==> src/rtl/etd_pkg.sv <==
package etd_pkg;
    // ------------------------------------------------------------
    // Register map (byte addresses)
    // ------------------------------------------------------------
    localparam logic [7:0] ADDR_LO_CTRL = 8'h00;
    localparam logic [7:0] ADDR_LO_CMP  = 8'h04;
    localparam logic [7:0] ADDR_HI_CTRL = 8'h08;
    localparam logic [7:0] ADDR_HI_CMP  = 8'h0c;
    localparam logic [7:0] ADDR_STATUS  = 8'h10;
    localparam logic [7:0] ADDR_MISC    = 8'h14;

    // ------------------------------------------------------------
    // Control and misc register fields
    // ------------------------------------------------------------
    localparam int CK_LSB   = 4;
    localparam int MODE_LSB = 0;
    localparam int START_B  = 3;
    localparam int TFF_B    = 7;
    localparam int PRE_SRC_B = 0;
    localparam int LOWSPD_B  = 1;

    localparam logic [7:0] CTRL_RST = 8'h00;
    localparam logic [7:0] CMP_RST  = 8'hff;

    // Mode field codes
    localparam logic [2:0] MODE_TIMER = 3'h0;
    localparam logic [2:0] MODE_PDO   = 3'h1;
    localparam logic [2:0] MODE_LO16  = 3'h3;
    localparam logic [2:0] MODE_T16   = 3'h4;

    // Clock select codes
    localparam logic [2:0] CK_DIV11 = 3'h0;
    localparam logic [2:0] CK_DIV7  = 3'h1;
    localparam logic [2:0] CK_DIV5  = 3'h2;
    localparam logic [2:0] CK_DIV3  = 3'h3;
    localparam logic [2:0] CK_PIN   = 3'h7;

    // Prescaler taps: fc/2^n, fs/2^3
    localparam int PRE_W   = 11;
    localparam int TAP_11  = 10;
    localparam int TAP_7   = 6;
    localparam int TAP_5   = 4;
    localparam int TAP_3   = 2;
    localparam int FS_DIV_DEF = 8;

    localparam logic [7:0] ONE8 = 8'h01;
endpackage

==> src/rtl/etd_counter.sv <==
module etd_counter
    import etd_pkg::*;
(
    input  wire logic       clk_in,
    input  wire logic       rst_in,
    input  wire logic       run_in,
    input  wire logic       tick_in,
    input  wire logic [7:0] cmp_in,
    output logic [7:0]      count_out,
    output logic            match_out
);
    logic [7:0] next_count;
    logic       hit;

    always_comb begin
        hit        = run_in && tick_in && (count_out == cmp_in);
        next_count = count_out;
        if (!run_in) begin
            next_count = 8'h00;
        end else if (hit) begin
            next_count = 8'h00;
        end else if (tick_in) begin
            next_count = count_out + ONE8;
        end
    end

    always_ff @(posedge clk_in) begin
        if (rst_in) begin
            count_out <= 8'h00;
            match_out <= 1'b0;
        end else begin
            count_out <= next_count;
            match_out <= hit;
        end
    end
endmodule

==> src/rtl/etd_timer.sv <==
module etd_timer
    import etd_pkg::*;
#(
    parameter int FS_DIV = FS_DIV_DEF
)(
    input  wire logic        CLK_IN,
    input  wire logic        SYS_RST_IN,
    input  wire logic        PSEL_IN,
    input  wire logic        PENABLE_IN,
    input  wire logic        PWRITE_IN,
    input  wire logic [7:0]  PADDR_IN,
    input  wire logic [31:0] PWDATA_IN,
    input  wire logic        EVENT_INPUT_PIN_IN,
    output logic [31:0]      PRDATA_OUT,
    output logic             PREADY_OUT,
    output logic             PSLVERR_OUT,
    output logic             LO_MATCH_IRQ_OUT,
    output logic             HI_MATCH_IRQ_OUT,
    output logic             DIVIDER_OUT_PIN_OUT
);
    // ------------------------------------------------------------
    // Registers
    // ------------------------------------------------------------
    typedef enum logic [1:0] {
        ETD_IDLE = 2'b00,
        ETD_DONE = 2'b01
    } etd_bus_e;

    etd_bus_e    bus_st, next_bus_st;
    logic [7:0]  lo_ctrl, next_lo_ctrl;
    logic [7:0]  hi_ctrl, next_hi_ctrl;
    logic [7:0]  lo_cmp, next_lo_cmp;
    logic [7:0]  hi_cmp, next_hi_cmp;
    logic [1:0]  misc, next_misc;
    logic        tff, next_tff;
    logic [31:0] next_prdata;
    logic        next_slverr;

    logic [PRE_W-1:0] pre, next_pre;
    logic [PRE_W-1:0] pre_d;
    logic [3:0]       fs_cnt, next_fs_cnt;
    logic [2:0]       fs_pre, next_fs_pre;
    logic             fs_tick;
    logic             ev_d1, ev_d2;

    logic [7:0] lo_count, hi_count;
    logic       lo_match, hi_match;
    logic       lo_tick, hi_tick;
    logic       lo_run, hi_run;
    logic       cascade;
    logic       fs_div8_rise;

    // ------------------------------------------------------------
    // Decoding helpers
    // ------------------------------------------------------------
    function automatic logic tap_rise(input logic [PRE_W-1:0] p,
                                      input logic [PRE_W-1:0] pd,
                                      input int             b);
        return p[b] && !pd[b];
    endfunction

    function automatic logic sel_tick(input logic [2:0] ck,
                                      input logic pre_src,
                                      input logic low_spd,
                                      input logic fsr,
                                      input logic [PRE_W-1:0] p,
                                      input logic [PRE_W-1:0] pd);
        logic t;
        t = 1'b0;
        if (low_spd) begin
            t = (ck == CK_DIV11) ? fsr : 1'b0;
        end else begin
            unique case (ck)
                CK_DIV11: t = pre_src ? fsr : tap_rise(p, pd, TAP_11);
                CK_DIV7:  t = tap_rise(p, pd, TAP_7);
                CK_DIV5:  t = tap_rise(p, pd, TAP_5);
                CK_DIV3:  t = tap_rise(p, pd, TAP_3);
                default:  t = 1'b0;
            endcase
        end
        return t;
    endfunction

    // ------------------------------------------------------------
    // Prescaler
    // ------------------------------------------------------------
    always_comb begin
        next_pre    = pre + {{(PRE_W-1){1'b0}}, 1'b1};
        next_fs_cnt = fs_cnt;
        next_fs_pre = fs_pre;
        fs_tick     = 1'b0;
        if (fs_cnt == 4'(FS_DIV - 1)) begin
            next_fs_cnt = 4'h0;
            next_fs_pre = fs_pre + 3'h1;
            fs_tick     = (fs_pre == 3'h7);
        end else begin
            next_fs_cnt = fs_cnt + 4'h1;
        end
    end

    always_ff @(posedge CLK_IN) begin
        if (SYS_RST_IN) begin
            pre    <= '0;
            pre_d  <= '0;
            fs_cnt <= 4'h0;
            fs_pre <= 3'h0;
            fs_div8_rise <= 1'b0;
            ev_d1  <= 1'b1;
            ev_d2  <= 1'b1;
        end else begin
            pre    <= next_pre;
            pre_d  <= pre;
            fs_cnt <= next_fs_cnt;
            fs_pre <= next_fs_pre;
            fs_div8_rise <= fs_tick;
            ev_d1  <= EVENT_INPUT_PIN_IN;
            ev_d2  <= ev_d1;
        end
    end

    // ------------------------------------------------------------
    // Counter clocking and cascade
    // ------------------------------------------------------------
    always_comb begin
        cascade = hi_ctrl[MODE_LSB+2] &&
                  (lo_ctrl[MODE_LSB+:3] == MODE_LO16);
        lo_run  = cascade ? hi_ctrl[START_B] : lo_ctrl[START_B];
        hi_run  = hi_ctrl[START_B];
        // cascaded source from lower counter select
        lo_tick = sel_tick(lo_ctrl[CK_LSB+:3], misc[PRE_SRC_B],
                           misc[LOWSPD_B], fs_div8_rise, pre, pre_d);
        if (cascade) begin
            // lower counter runs up to 0xff then overflows
            hi_tick = lo_tick && (lo_count == 8'hff);
        end else if (hi_ctrl[CK_LSB+:3] == CK_PIN) begin
            // falling edge of synchronised event pin
            // event counting only on upper counter
            hi_tick = ev_d2 && !ev_d1;
        end else begin
            hi_tick = sel_tick(hi_ctrl[CK_LSB+:3], misc[PRE_SRC_B],
                               misc[LOWSPD_B], fs_div8_rise, pre, pre_d);
        end
    end

    etd_counter u_lo (
        .clk_in    (CLK_IN),
        .rst_in    (SYS_RST_IN),
        .run_in    (lo_run),
        .tick_in   (lo_tick),
        .cmp_in    (cascade ? 8'hff : lo_cmp),
        .count_out (lo_count),
        .match_out (lo_match)
    );

    etd_counter u_hi (
        .clk_in    (CLK_IN),
        .rst_in    (SYS_RST_IN),
        .run_in    (hi_run),
        .tick_in   (hi_tick),
        .cmp_in    (hi_cmp),
        .count_out (hi_count),
        .match_out (hi_match)
    );

    // ------------------------------------------------------------
    // Output flip-flop
    // ------------------------------------------------------------
    always_comb begin
        next_tff = tff;
        if (!hi_run) begin
            // loadable while stopped via initial bit
            next_tff = hi_ctrl[TFF_B];
        end else if (hi_match &&
                     hi_ctrl[MODE_LSB+:3] == MODE_PDO) begin
            // equal half periods give 50 percent duty
            next_tff = !tff;
        end
    end

    always_ff @(posedge CLK_IN) begin
        if (SYS_RST_IN) begin
            tff                 <= 1'b0;
            DIVIDER_OUT_PIN_OUT <= 1'b1;
            LO_MATCH_IRQ_OUT    <= 1'b0;
            HI_MATCH_IRQ_OUT    <= 1'b0;
        end else begin
            tff <= next_tff;
            DIVIDER_OUT_PIN_OUT <= !next_tff;
            LO_MATCH_IRQ_OUT    <= lo_match && !cascade;
            HI_MATCH_IRQ_OUT    <= hi_match;
        end
    end

    // ------------------------------------------------------------
    // APB slave, one wait state
    // ------------------------------------------------------------
    always_comb begin
        next_bus_st  = ETD_IDLE;
        next_lo_ctrl = lo_ctrl;
        next_hi_ctrl = hi_ctrl;
        next_lo_cmp  = lo_cmp;
        next_hi_cmp  = hi_cmp;
        next_misc    = misc;
        next_prdata  = 32'h0000_0000;
        next_slverr  = 1'b0;
        if (PSEL_IN && PENABLE_IN && bus_st == ETD_IDLE) begin
            next_bus_st = ETD_DONE;
            unique case (PADDR_IN)
                ADDR_LO_CTRL: next_prdata = {24'h0, lo_ctrl};
                ADDR_LO_CMP:  next_prdata = {24'h0, lo_cmp};
                ADDR_HI_CTRL: next_prdata = {24'h0, hi_ctrl};
                ADDR_HI_CMP:  next_prdata = {24'h0, hi_cmp};
                ADDR_STATUS:  next_prdata = {15'h0, tff,
                                             hi_count, lo_count};
                ADDR_MISC:    next_prdata = {30'h0, misc};
                default:      next_slverr = 1'b1;
            endcase
            if (PWRITE_IN) begin
                next_prdata = 32'h0000_0000;
                unique case (PADDR_IN)
                    ADDR_LO_CTRL: next_lo_ctrl = PWDATA_IN[7:0];
                    ADDR_LO_CMP:  next_lo_cmp  = PWDATA_IN[7:0];
                    ADDR_HI_CTRL: next_hi_ctrl = PWDATA_IN[7:0];
                    ADDR_HI_CMP:  next_hi_cmp  = PWDATA_IN[7:0];
                    ADDR_MISC:    next_misc    = PWDATA_IN[1:0];
                    default:      next_slverr  = 1'b1;
                endcase
                if (PADDR_IN == ADDR_STATUS) begin
                    next_slverr = 1'b1;
                end
            end
        end
    end

    always_ff @(posedge CLK_IN) begin
        if (SYS_RST_IN) begin
            bus_st      <= ETD_IDLE;
            lo_ctrl     <= CTRL_RST;
            hi_ctrl     <= CTRL_RST;
            lo_cmp      <= CMP_RST;
            hi_cmp      <= CMP_RST;
            misc        <= 2'b00;
            PRDATA_OUT  <= 32'h0000_0000;
            PREADY_OUT  <= 1'b0;
            PSLVERR_OUT <= 1'b0;
        end else begin
            bus_st      <= next_bus_st;
            lo_ctrl     <= next_lo_ctrl;
            hi_ctrl     <= next_hi_ctrl;
            lo_cmp      <= next_lo_cmp;
            hi_cmp      <= next_hi_cmp;
            misc        <= next_misc;
            PRDATA_OUT  <= next_prdata;
            PREADY_OUT  <= (next_bus_st == ETD_DONE);
            PSLVERR_OUT <= next_slverr;
        end
    end
endmodule

==> config.mk <==
export PLATFORM = sky130hd
export DESIGN_NAME = etd_timer
export DESIGN_NICKNAME = d
export VERILOG_FILES = /design/src/rtl/etd_pkg.sv /design/src/rtl/etd_counter.sv /design/src/rtl/etd_timer.sv
export SDC_FILE = /design/constraint.sdc
export NUM_CORES = 1
export LEC_CHECK = 0
export BUFFER_PORTS_ARGS = -buffer_cell sky130_fd_sc_hd__clkbuf_2
export CORE_UTILIZATION = 43
export CTS_CLUSTER_DIAMETER = 200
export DETAILED_ROUTE_END_ITERATION = 6
export SKIP_LAST_GASP = 1
export SYNTH_ARGS = -nofsm -noshare
export SYNTH_HDL_FRONTEND = slang
export SYNTH_SLANG_ARGS = --single-unit
==> constraint.sdc <==
create_clock -name CLK_IN -period 6.46 [get_ports CLK_IN]
set_input_delay 1.292 -clock CLK_IN [delete_from_list [all_inputs] [get_ports CLK_IN]]
set_output_delay 1.292 -clock CLK_IN [all_outputs]
set_load 0.01 [all_outputs]
After elaboration in Yosys (flattened, before gate mapping)

Index checks and enable logic that the tools add are counted.

Flip-flop bits (word level): 124
Input bits: 46
Output and inout bits: 37
Logic and storage cells: 112

Add/sub/neg operators: 5
Eq/ne operators: 20
Muxes and demuxes: 19
Bitwise logic cells: 4
Reductions and logical operators: 40

Operators with widths:

| kind                                                                  | count |
|---|---|
| 17-bit case mux with 6 select lines                                   | 1 |
| 8-bit by 1-bit adder with 8-bit output, second input constant         | 2 |
| 8-bit by 4-bit equality test with 1-bit output, second input constant | 2 |
| 8-bit by 5-bit equality test with 1-bit output, second input constant | 2 |
| 8-bit equality test                                                   | 2 |
| 3-bit by 2-bit equality test with 1-bit output, second input constant | 5 |
| 1-bit logical AND                                                     | 15 |
| 1-bit two-way mux                                                     | 15 |
| 3-bit AND reduction                                                   | 5 |
| 11-bit by 1-bit adder with 11-bit output, second input constant       | 1 |
| 3-bit by 1-bit equality test with 1-bit output, second input constant | 3 |
| 3-bit OR reduction                                                    | 3 |
| 8-bit by 3-bit equality test with 1-bit output, second input constant | 1 |
| 8-bit equality test, second input constant                            | 1 |
| 1-bit zero test                                                       | 8 |
| 8-bit zero test                                                       | 1 |
| 8-bit two-way mux                                                     | 1 |
| 1-bit case mux with 4 select lines                                    | 2 |
| 3-bit equality test, second input constant                            | 2 |
| 3-bit zero test                                                       | 2 |
| 2-bit OR reduction                                                    | 3 |
| 6-bit OR reduction                                                    | 1 |
| 5-bit OR reduction                                                    | 1 |
| 4-bit by 1-bit adder with 4-bit output, second input constant         | 1 |
| 5 further kinds                                                       | 8 |

Longest topological paths before layout

Gate-level depths: netlist of run 1.

Word-level depth: 10
Depth in mapped cells: 8
Gate-level depth less buffers: 7

Cells and area by module

Synthesis of run 1 repeated with hierarchy kept, for this count alone.

Cells, all modules: 474
Area, all modules: 4459.3 µm²

Modules (own cells, without submodules):

| module      | instances | cells each | area each (µm²) | seq. area each (µm²) |
|---|---|---|---|---|
| etd_timer   | 1         | 374        | 3540.9          | 1641.6 |
| etd_counter | 2         | 50         | 459.2           | 180.2 |

Worst setup path after synthesis of run 1

No wires, ideal clock.

Path kind: input-to-reg
From: in PADDR_IN[5]
To: reg lo_cmp[1]
Library setup time: 120 ps
Data arrival time: 3059 ps
Required time: 6340 ps
Slack: 3281 ps
Stages on the path: 8
Buffers on the path: 2
Cells stage by stage: nor3_1 nand2_1 nor3b_2 and3b_1 clkbuf_1 clkbuf_1 nor2b_1 a211o_1

Longest elaborated chain between the ends: 2

RTL lines:

| what                                           | RTL line         | source |
|---|---|---|
| start, declared                                | etd_timer.sv:11  | `input wire logic [7:0] PADDR_IN,` |
| 8-bit by 3-bit equality test with 1-bit output | etd_timer.sv:220 | `unique case (PADDR_IN)` |
| 3-bit AND reduction (no source line)           | n/a              |  |
| end signal, assigned                           | etd_timer.sv:250 | `lo_cmp <= next_lo_cmp;` |
| end, declared                                  | etd_timer.sv:32  | `logic [7:0] lo_cmp, next_lo_cmp;` |

No other way between the ends.
A chain may end at the register's enable or synchronous reset.

Worst setup path after layout of run 1

From: in PADDR_IN[5]
To: reg hi_cmp[2]

Longest elaborated chain between the ends: 2

RTL lines:

| what                                           | RTL line         | source |
|---|---|---|
| 8-bit by 4-bit equality test with 1-bit output | etd_timer.sv:220 |  |
| 3-bit AND reduction (no source line)           | n/a              |  |
| end signal, assigned                           | etd_timer.sv:251 | `hi_cmp <= next_hi_cmp;` |
| end, declared                                  | etd_timer.sv:33  | `logic [7:0] hi_cmp, next_hi_cmp;` |

No other way between the ends.

==> flow_summary.json, run 1 <==
{
  "status": "completed",
  "grt_max_degree": 68,
  "synth-xor-area-share_pct": 5.04,
  "timing.fmax_ghz": 0.306,
  "clock-sinks": 100,
  "synth-main-ff-cell": "dfxtp_1",
  "grt_overflow": 0,
  "io-pin-count": 83,
  "ys_warn_count": 0,
  "finalWorstSetupSlack_ps": 3190,
  "slew_viol_final": 0,
  "rsz0062_at_grt": "no",
  "grt_use_total_pct": 19.5,
  "synth_largest_area_cell": "dfxtp_1",
  "port_buffers": 43,
  "viasPerCell": 5.42,
  "rows": 37,
  "post-place-ws_ps": 2840,
  "core_um2": 10200,
  "die_x_um": 104,
  "drv_cap": 0,
  "grt_pass1_vias": 3214,
  "max_slew_margin_pct": 22.7,
  "worst_pin_slew_ps": 1160,
  "cp_max_fo": 16,
  "yosysMostFrequentCell": "dfxtp_1",
  "numCtsBuffers": 9,
  "dp_hpwl_um": 7160,
  "vias": 3615,
  "fin_crit_ps": 3270,
  "switching_share_pct": 22.0,
  "yosys.area_share.simple_pct": 23.9,
  "synthToLayoutAreaGrowth_pct": 9.23,
  "seqPwrFrac_pct": 60.5,
  "power_density_nw_per_um2": 209,
  "finClkSkew_ps": 11.1,
  "worst_ep_required_time_ps": 6730,
  "die_h_um": 104,
  "start_util_pct": 44.1,
  "routedWlPerCell_um": 15.3,
  "clockBufferDepth": 2,
  "ant_nets": 0,
  "synth_area_per_cell_um2": 9.09,
  "ys_seq_elements": 100,
  "first_pass_iters": 6,
  "cts_tree": "built",
  "antenna_found_initial": 0,
  "ys_seq_area_share_pct": 44.3,
  "htreeDepth": 3,
  "power_switching_mw": 0.227,
  "combPwrFrac_pct": 3.7,
  "critPathLaunchType": "input port",
  "hold_viol_final": 0,
  "final_area_um2": 4930,
  "cts_hold_buffers": 0,
  "totalPowerFinal_mw": 1.03,
  "cts_resized": 0,
  "final.setup.tns_ps": 0,
  "p_int_mw": 0.805,
  "synth_compound_area_share_pct": 14.5,
  "finalCritPeriodShare_pct": 50.7,
  "synth_top_area_share_pct": 44.3,
  "hold_class": "flip-flop to flip-flop",
  "num_antenna_cells": 0,
  "synth_edf_count": 0,
  "routed_wl_um": 10200,
  "yosysUniqueCellTypes": 56,
  "synthesis.area_um2": 4520,
  "ir_drop_v": 0.000119,
  "final_nets": 578,
  "synth_top_family_by_area": "simple AND/OR/NAND/NOR gates",
  "async_reset_ff_share_pct": 0,
  "power_leakage_nw": 1.75,
  "drive_gt1_share_pct": 14.9,
  "drc": 0,
  "setup.worst_path.end_class": "flip-flop",
  "synthAdderAreaFrac_pct": 1.66,
  "setup_viol": 0,
  "cts_root_buf": "clkbuf_8",
  "postCtsSetupBuffers": 0,
  "cp_data_arrival_time_ps": 3540,
  "routabilityCongestion": 0.825,
  "muxShareOfSynthArea_pct": 4.63,
  "clkPwrFrac_pct": 35.8,
  "critical_path_class": "input port to flip-flop",
  "clk_latency_ps": 370,
  "grt_pass1_wl_um": 16400,
  "yosys-top-cells-count": "dfxtp_1, nor2_1, nand2_1",
  "cts.clk_slew.worst_paths_ps": 90,
  "post_dp_cell_area_um2": 4750,
  "synthTopCellsByArea": "dfxtp_1, a21oi_1, nor2_1",
  "postSynthCellCount": 497,
  "die-area_um2": 10900,
  "drt_iter0_markers": 194
}
-- logic make-up after synthesis --
kind of cell | count (synthesis)
xor gates and xnor gates | 26
adders and majority gates | 6
other | 1
buffers and inverters | 50
muxes | 20
DFF | 100
and+or+nand+nor | 202
AOI/OAI and AO/OA | 92
-- critical path: stages --
cell and delay, ps:
clkbuf_2 80, nor3_1 220, nand2_1 210, nor3b_2 650, and3_1 690, nor2b_1 110
a211o_1 290
-- layout by cell type, fill, tap and decap left out, types with 15 or more instances in the layout --
| cell | instances |
|---|---|
| conb_1 | 15 |
| a21oi_1 | 33 |
| nor2_1 | 42 |
| and3_1 | 16 |
| nand3_1 | 22 |
| dfxtp_1 | 100 |
| nor2b_1 | 22 |
| a211o_1 | 17 |
| clkbuf_2 | 43 |
| xnor2_1 | 17 |
| nand2_1 | 41 |
-- worst paths after layout --
check | from | to | slack, ps | depth (start not counted)
max | PADDR_IN[5] | hi_cmp[2] | 3190 | 7
min | ev_d1 | ev_d2 | 450 | 1
max reg2reg | lo_ctrl[5] | u_lo.count_out[0] | 3990 | 6
min reg2reg | ev_d1 | ev_d2 | 450 | 1
-- stage by stage --
stage	hold WS (ps)	utilization [%]	instances
5_1_grt	475	48.2	667
3_3_place_gp	431	46.4	651
4_1_cts	458	48.2	667
6_report	448	48.2	667
3_5_place_dp	438	46.4	651
2_1_floorplan	409	-	511
-- final cells by class --
type	count	area, µm²
Clock buffer	15	176
Clock inverter	1	5.00
Fill cell	1015	5300
Inverter	8	30.0
Multi-Input combinational cell	361	2310
Sequential cell	100	2000
Tap cell	136	170
Timing Repair Buffer	46	238
-- sequential cells by signal, summed over array words and instances (netlist names), 8 cells and up --
register        count
hi_cmp              8
lo_cmp              8
pre                11
u_hi.count_out      8
hi_ctrl             8
lo_ctrl             8
u_lo.count_out      8
PRDATA_OUT         17
-- metal layers --
layer | up-vias | wire, µm | track usage (%)
met5 | - | 0 | 0
met4 | 0 | 220 | 7.65
met3 | 16 | 666 | 5.76
met2 | 122 | 4720 | 30.3
met1 | 1676 | 4570 | 25.3
li1 | 1801 | - | -
-- power by group through the flow --
stage / logic (mW) / registers [mW] / clock network, mW
finish: 0.0382 / 0.624 / 0.370
global route: 0.0425 / 0.625 / 0.411
CTS: 0.0384 / 0.624 / 0.389
detailed placement: 0.0382 / 0.639 / 0
global placement: 0.0375 / 0.638 / 0
floorplan: 0.0318 / 0.637 / 0
Note: power is estimated with default switching activity, not from simulation.
==> run 2: changes to the inputs <==
Settings changed: ABC_AREA set to 1, PLACE_DENSITY set to 0.66.
Clock period 6.46 ns to 2.8 ns, I/O delays scaled along.
==> run 2 against run 1 <==
  * Flip-flop and latch count stayed put
  * Worst hold slack worse by 87 ps
  * Power is 130% higher
  * Die area increased by 4.3%
  * Sequential power increased by 130%
  * Largest power group unchanged
  * Highest routed layer unchanged
==> flow_summary.json, run 2 <==
{
  "viasPerCell": 5.01,
  "cp_max_fo": 14,
  "htreeDepth": 3,
  "rows": 37,
  "ant_nets": 0,
  "dp_hpwl_um": 8110,
  "crit_chain": "nand3_1 -> nor2_1 -> nor2_1 -> nand3_1 -> nand2_2 -> nand2_4 -> nand3_4 -> nand2_4 -> nand2_4 -> nand2_4 -> nor2_1",
  "grt_overflow": 0,
  "final.setup.tns_ps": 0,
  "die_x_um": 107,
  "power_density_nw_per_um2": 469,
  "grt_pass1_wl_um": 18200,
  "die-area_um2": 11400,
  "cts_hold_buffers": 0,
  "clk_latency_ps": 380,
  "core_um2": 10500,
  "num_antenna_cells": 0,
  "crit_slowest_cell": "dfxtp_1",
  "power_leakage_nw": 2.15,
  "finClkSkew_ps": 13.7,
  "grt_max_degree": 46,
  "io-pin-count": 83,
  "timing.fmax_ghz": 0.545,
  "postCtsSetupBuffers": 0,
  "cts_tree": "built",
  "top_regs": "PRDATA_OUT x17, pre x11",
  "drt_iter0_markers": 224,
  "post_dp_cell_area_um2": 4960,
  "status": "completed",
  "worst_ep_required_time_ps": 3080,
  "synth_top_area_share_pct": 42.5,
  "final_nets": 725,
  "synthesis.area_um2": 4710,
  "fin_crit_ps": 1830,
  "antenna_found_initial": 0,
  "cts.clk_slew.worst_paths_ps": 100,
  "fill_cells": 1062,
  "yosysUniqueCellTypes": 41,
  "dp_cells": 798,
  "worst_pin_slew_ps": 523,
  "yosys-top-cells-count": "nand2_1, dfxtp_1, inv_1",
  "postSynthCellCount": 633,
  "vias": 4078,
  "clock-sinks": 100,
  "slew_viol_final": 0,
  "ys_seq_area_share_pct": 42.5,
  "r2r_slack_ps": 970,
  "ir_drop_v": 0.000225,
  "top_register": "PRDATA_OUT",
  "critical_path_class": "flip-flop to flip-flop",
  "synth_largest_area_cell": "dfxtp_1",
  "yosysMostFrequentCell": "nand2_1",
  "startpoint": "lo_ctrl[5]",
  "setup.worst_path.end_class": "flip-flop",
  "max_slew_margin_pct": 65.1,
  "routedWlPerCell_um": 13.3,
  "final_cell_mix": "nand2_1, dfxtp_1, inv_1",
  "final_cells": 814,
  "synth_edf_count": 0,
  "async_reset_ff_share_pct": 0,
  "hold_class": "input port to flip-flop",
  "final_area_um2": 5150,
  "ys_seq_elements": 100,
  "first_pass_iters": 5,
  "cp-endpoint": "u_hi.count_out[3]",
  "start_util_pct": 45.1,
  "mostFrequentLayoutCell": "nand2_1",
  "grt_use_total_pct": 20.4,
  "r2r_end": "u_hi.count_out[3]",
  "drive_gt1_share_pct": 14.2,
  "drv_cap": 0,
  "cts_resized": 0,
  "critPathLaunchType": "flip-flop",
  "ff2ff_path_depth": 11,
  "cp_common_cell": "nand2_4",
  "cts_root_buf": "clkbuf_8",
  "rsz0062_at_grt": "no",
  "largest_reg_flops": 17,
  "synth-main-ff-cell": "dfxtp_1",
  "ys_warn_count": 0,
  "synthToLayoutAreaGrowth_pct": 9.18,
  "drc": 0,
  "setup_viol": 0,
  "r2r_start": "lo_ctrl[5]",
  "synth_area_per_cell_um2": 7.45,
  "routabilityCongestion": 0.919,
  "routed_wl_um": 10900,
  "die_h_um": 107,
  "synthTopCellsByArea": "dfxtp_1, nand2_1, inv_1",
  "clockBufferDepth": 2,
  "hold_viol_final": 0,
  "slowest_delay_ps": 500,
  "cp_data_arrival_time_ps": 2110,
  "numCtsBuffers": 9,
  "port_buffers": 43,
  "finalCritPeriodShare_pct": 65.5,
  "grt_pass1_vias": 3915
}
-- run 2: cell types whose count changed after synthesis, moves of 14 or more --
cell,delta
a211o_1,-17
and3_1,-15
clkbuf_1,-18
inv_1,+84
nand2_1,+73
nor2_1,+33
nor2b_1,-22
nor3_1,+14
o21ai_0,+14
o22ai_1,+14
xnor2_1,-15
-- run 2: cells by family after synthesis --
logic type	after synthesis	synth area share (%)
xor+xnor	23	4.27
buf+inv	126	12.0
simple gates	281	27.7
compound gates	96	11.9
flops	100	42.5
other cells	1	0.0795
fa+ha+maj	6	1.59
-- run 2: final cells by class --
type | instances | area (µm²) | area share [%]
tap | 136 | 170 | 3.31
sequential | 100 | 2000 | 38.9
clock buffer | 10 | 138 | 2.67
timing repair buffer | 45 | 230 | 4.47
clock inverter | 6 | 48.8 | 0.948
multi-input combinational | 421 | 2200 | 42.7
inverter | 96 | 360 | 7.00
-- run 2: power by group --
part / switching [mW] / internal, mW / total [mW]
Sequential: 0.00607 / 1.43 / 1.44
Combinational: 0.0679 / 0.0279 / 0.0958
Clock: 0.526 / 0.355 / 0.880
-- run 2: critical path, delay by kind of cell (launching register included) --
kind / cells / cell delay [ps]
DFF: 1 / 500
and+or+nand+nor: 11 / 1210
-- run 2: worst min path at each step --
stage	cells after the start	to	startpoint	slack [ps]
2_1_floorplan	2	ev_d2	ev_d1	400
3_3_place_gp	2	ev_d2	ev_d1	410
3_5_place_dp	2	LO_MATCH_IRQ_OUT	u_lo.match_out	420
4_1_cts	2	ev_d1	EVENT_INPUT_PIN_IN	350
5_1_grt	2	ev_d1	EVENT_INPUT_PIN_IN	370
6_report	2	ev_d1	EVENT_INPUT_PIN_IN	360
-- run 2: through the flow --
| stage | setup WS, ps | hold slack (ps) | power, mW | util, % |
|---|---|---|---|---|
| after floorplan | 1120 | 400 | 1.54 | - |
| after global placement | 768 | 413 | 1.56 | 47.4 |
| after detailed placement | 684 | 422 | 1.57 | 47.4 |
| after CTS | 996 | 351 | 2.44 | 49.2 |
| after global routing | 768 | 365 | 2.51 | 49.2 |
| final | 966 | 361 | 2.41 | 49.2 |
-- run 2: layer usage --
| layer | global-route usage [%] | up-vias | part of all wire, % |
|---|---|---|---|
| met5 | 0 | - | 0 |
| met3 | 4.01 | 21 | 5.9 |
| met4 | 8.02 | 0 | 1.9 |
| li1 | - | 2074 | - |
| met1 | 26.6 | 1859 | 47 |
| met2 | 33.1 | 124 | 45 |
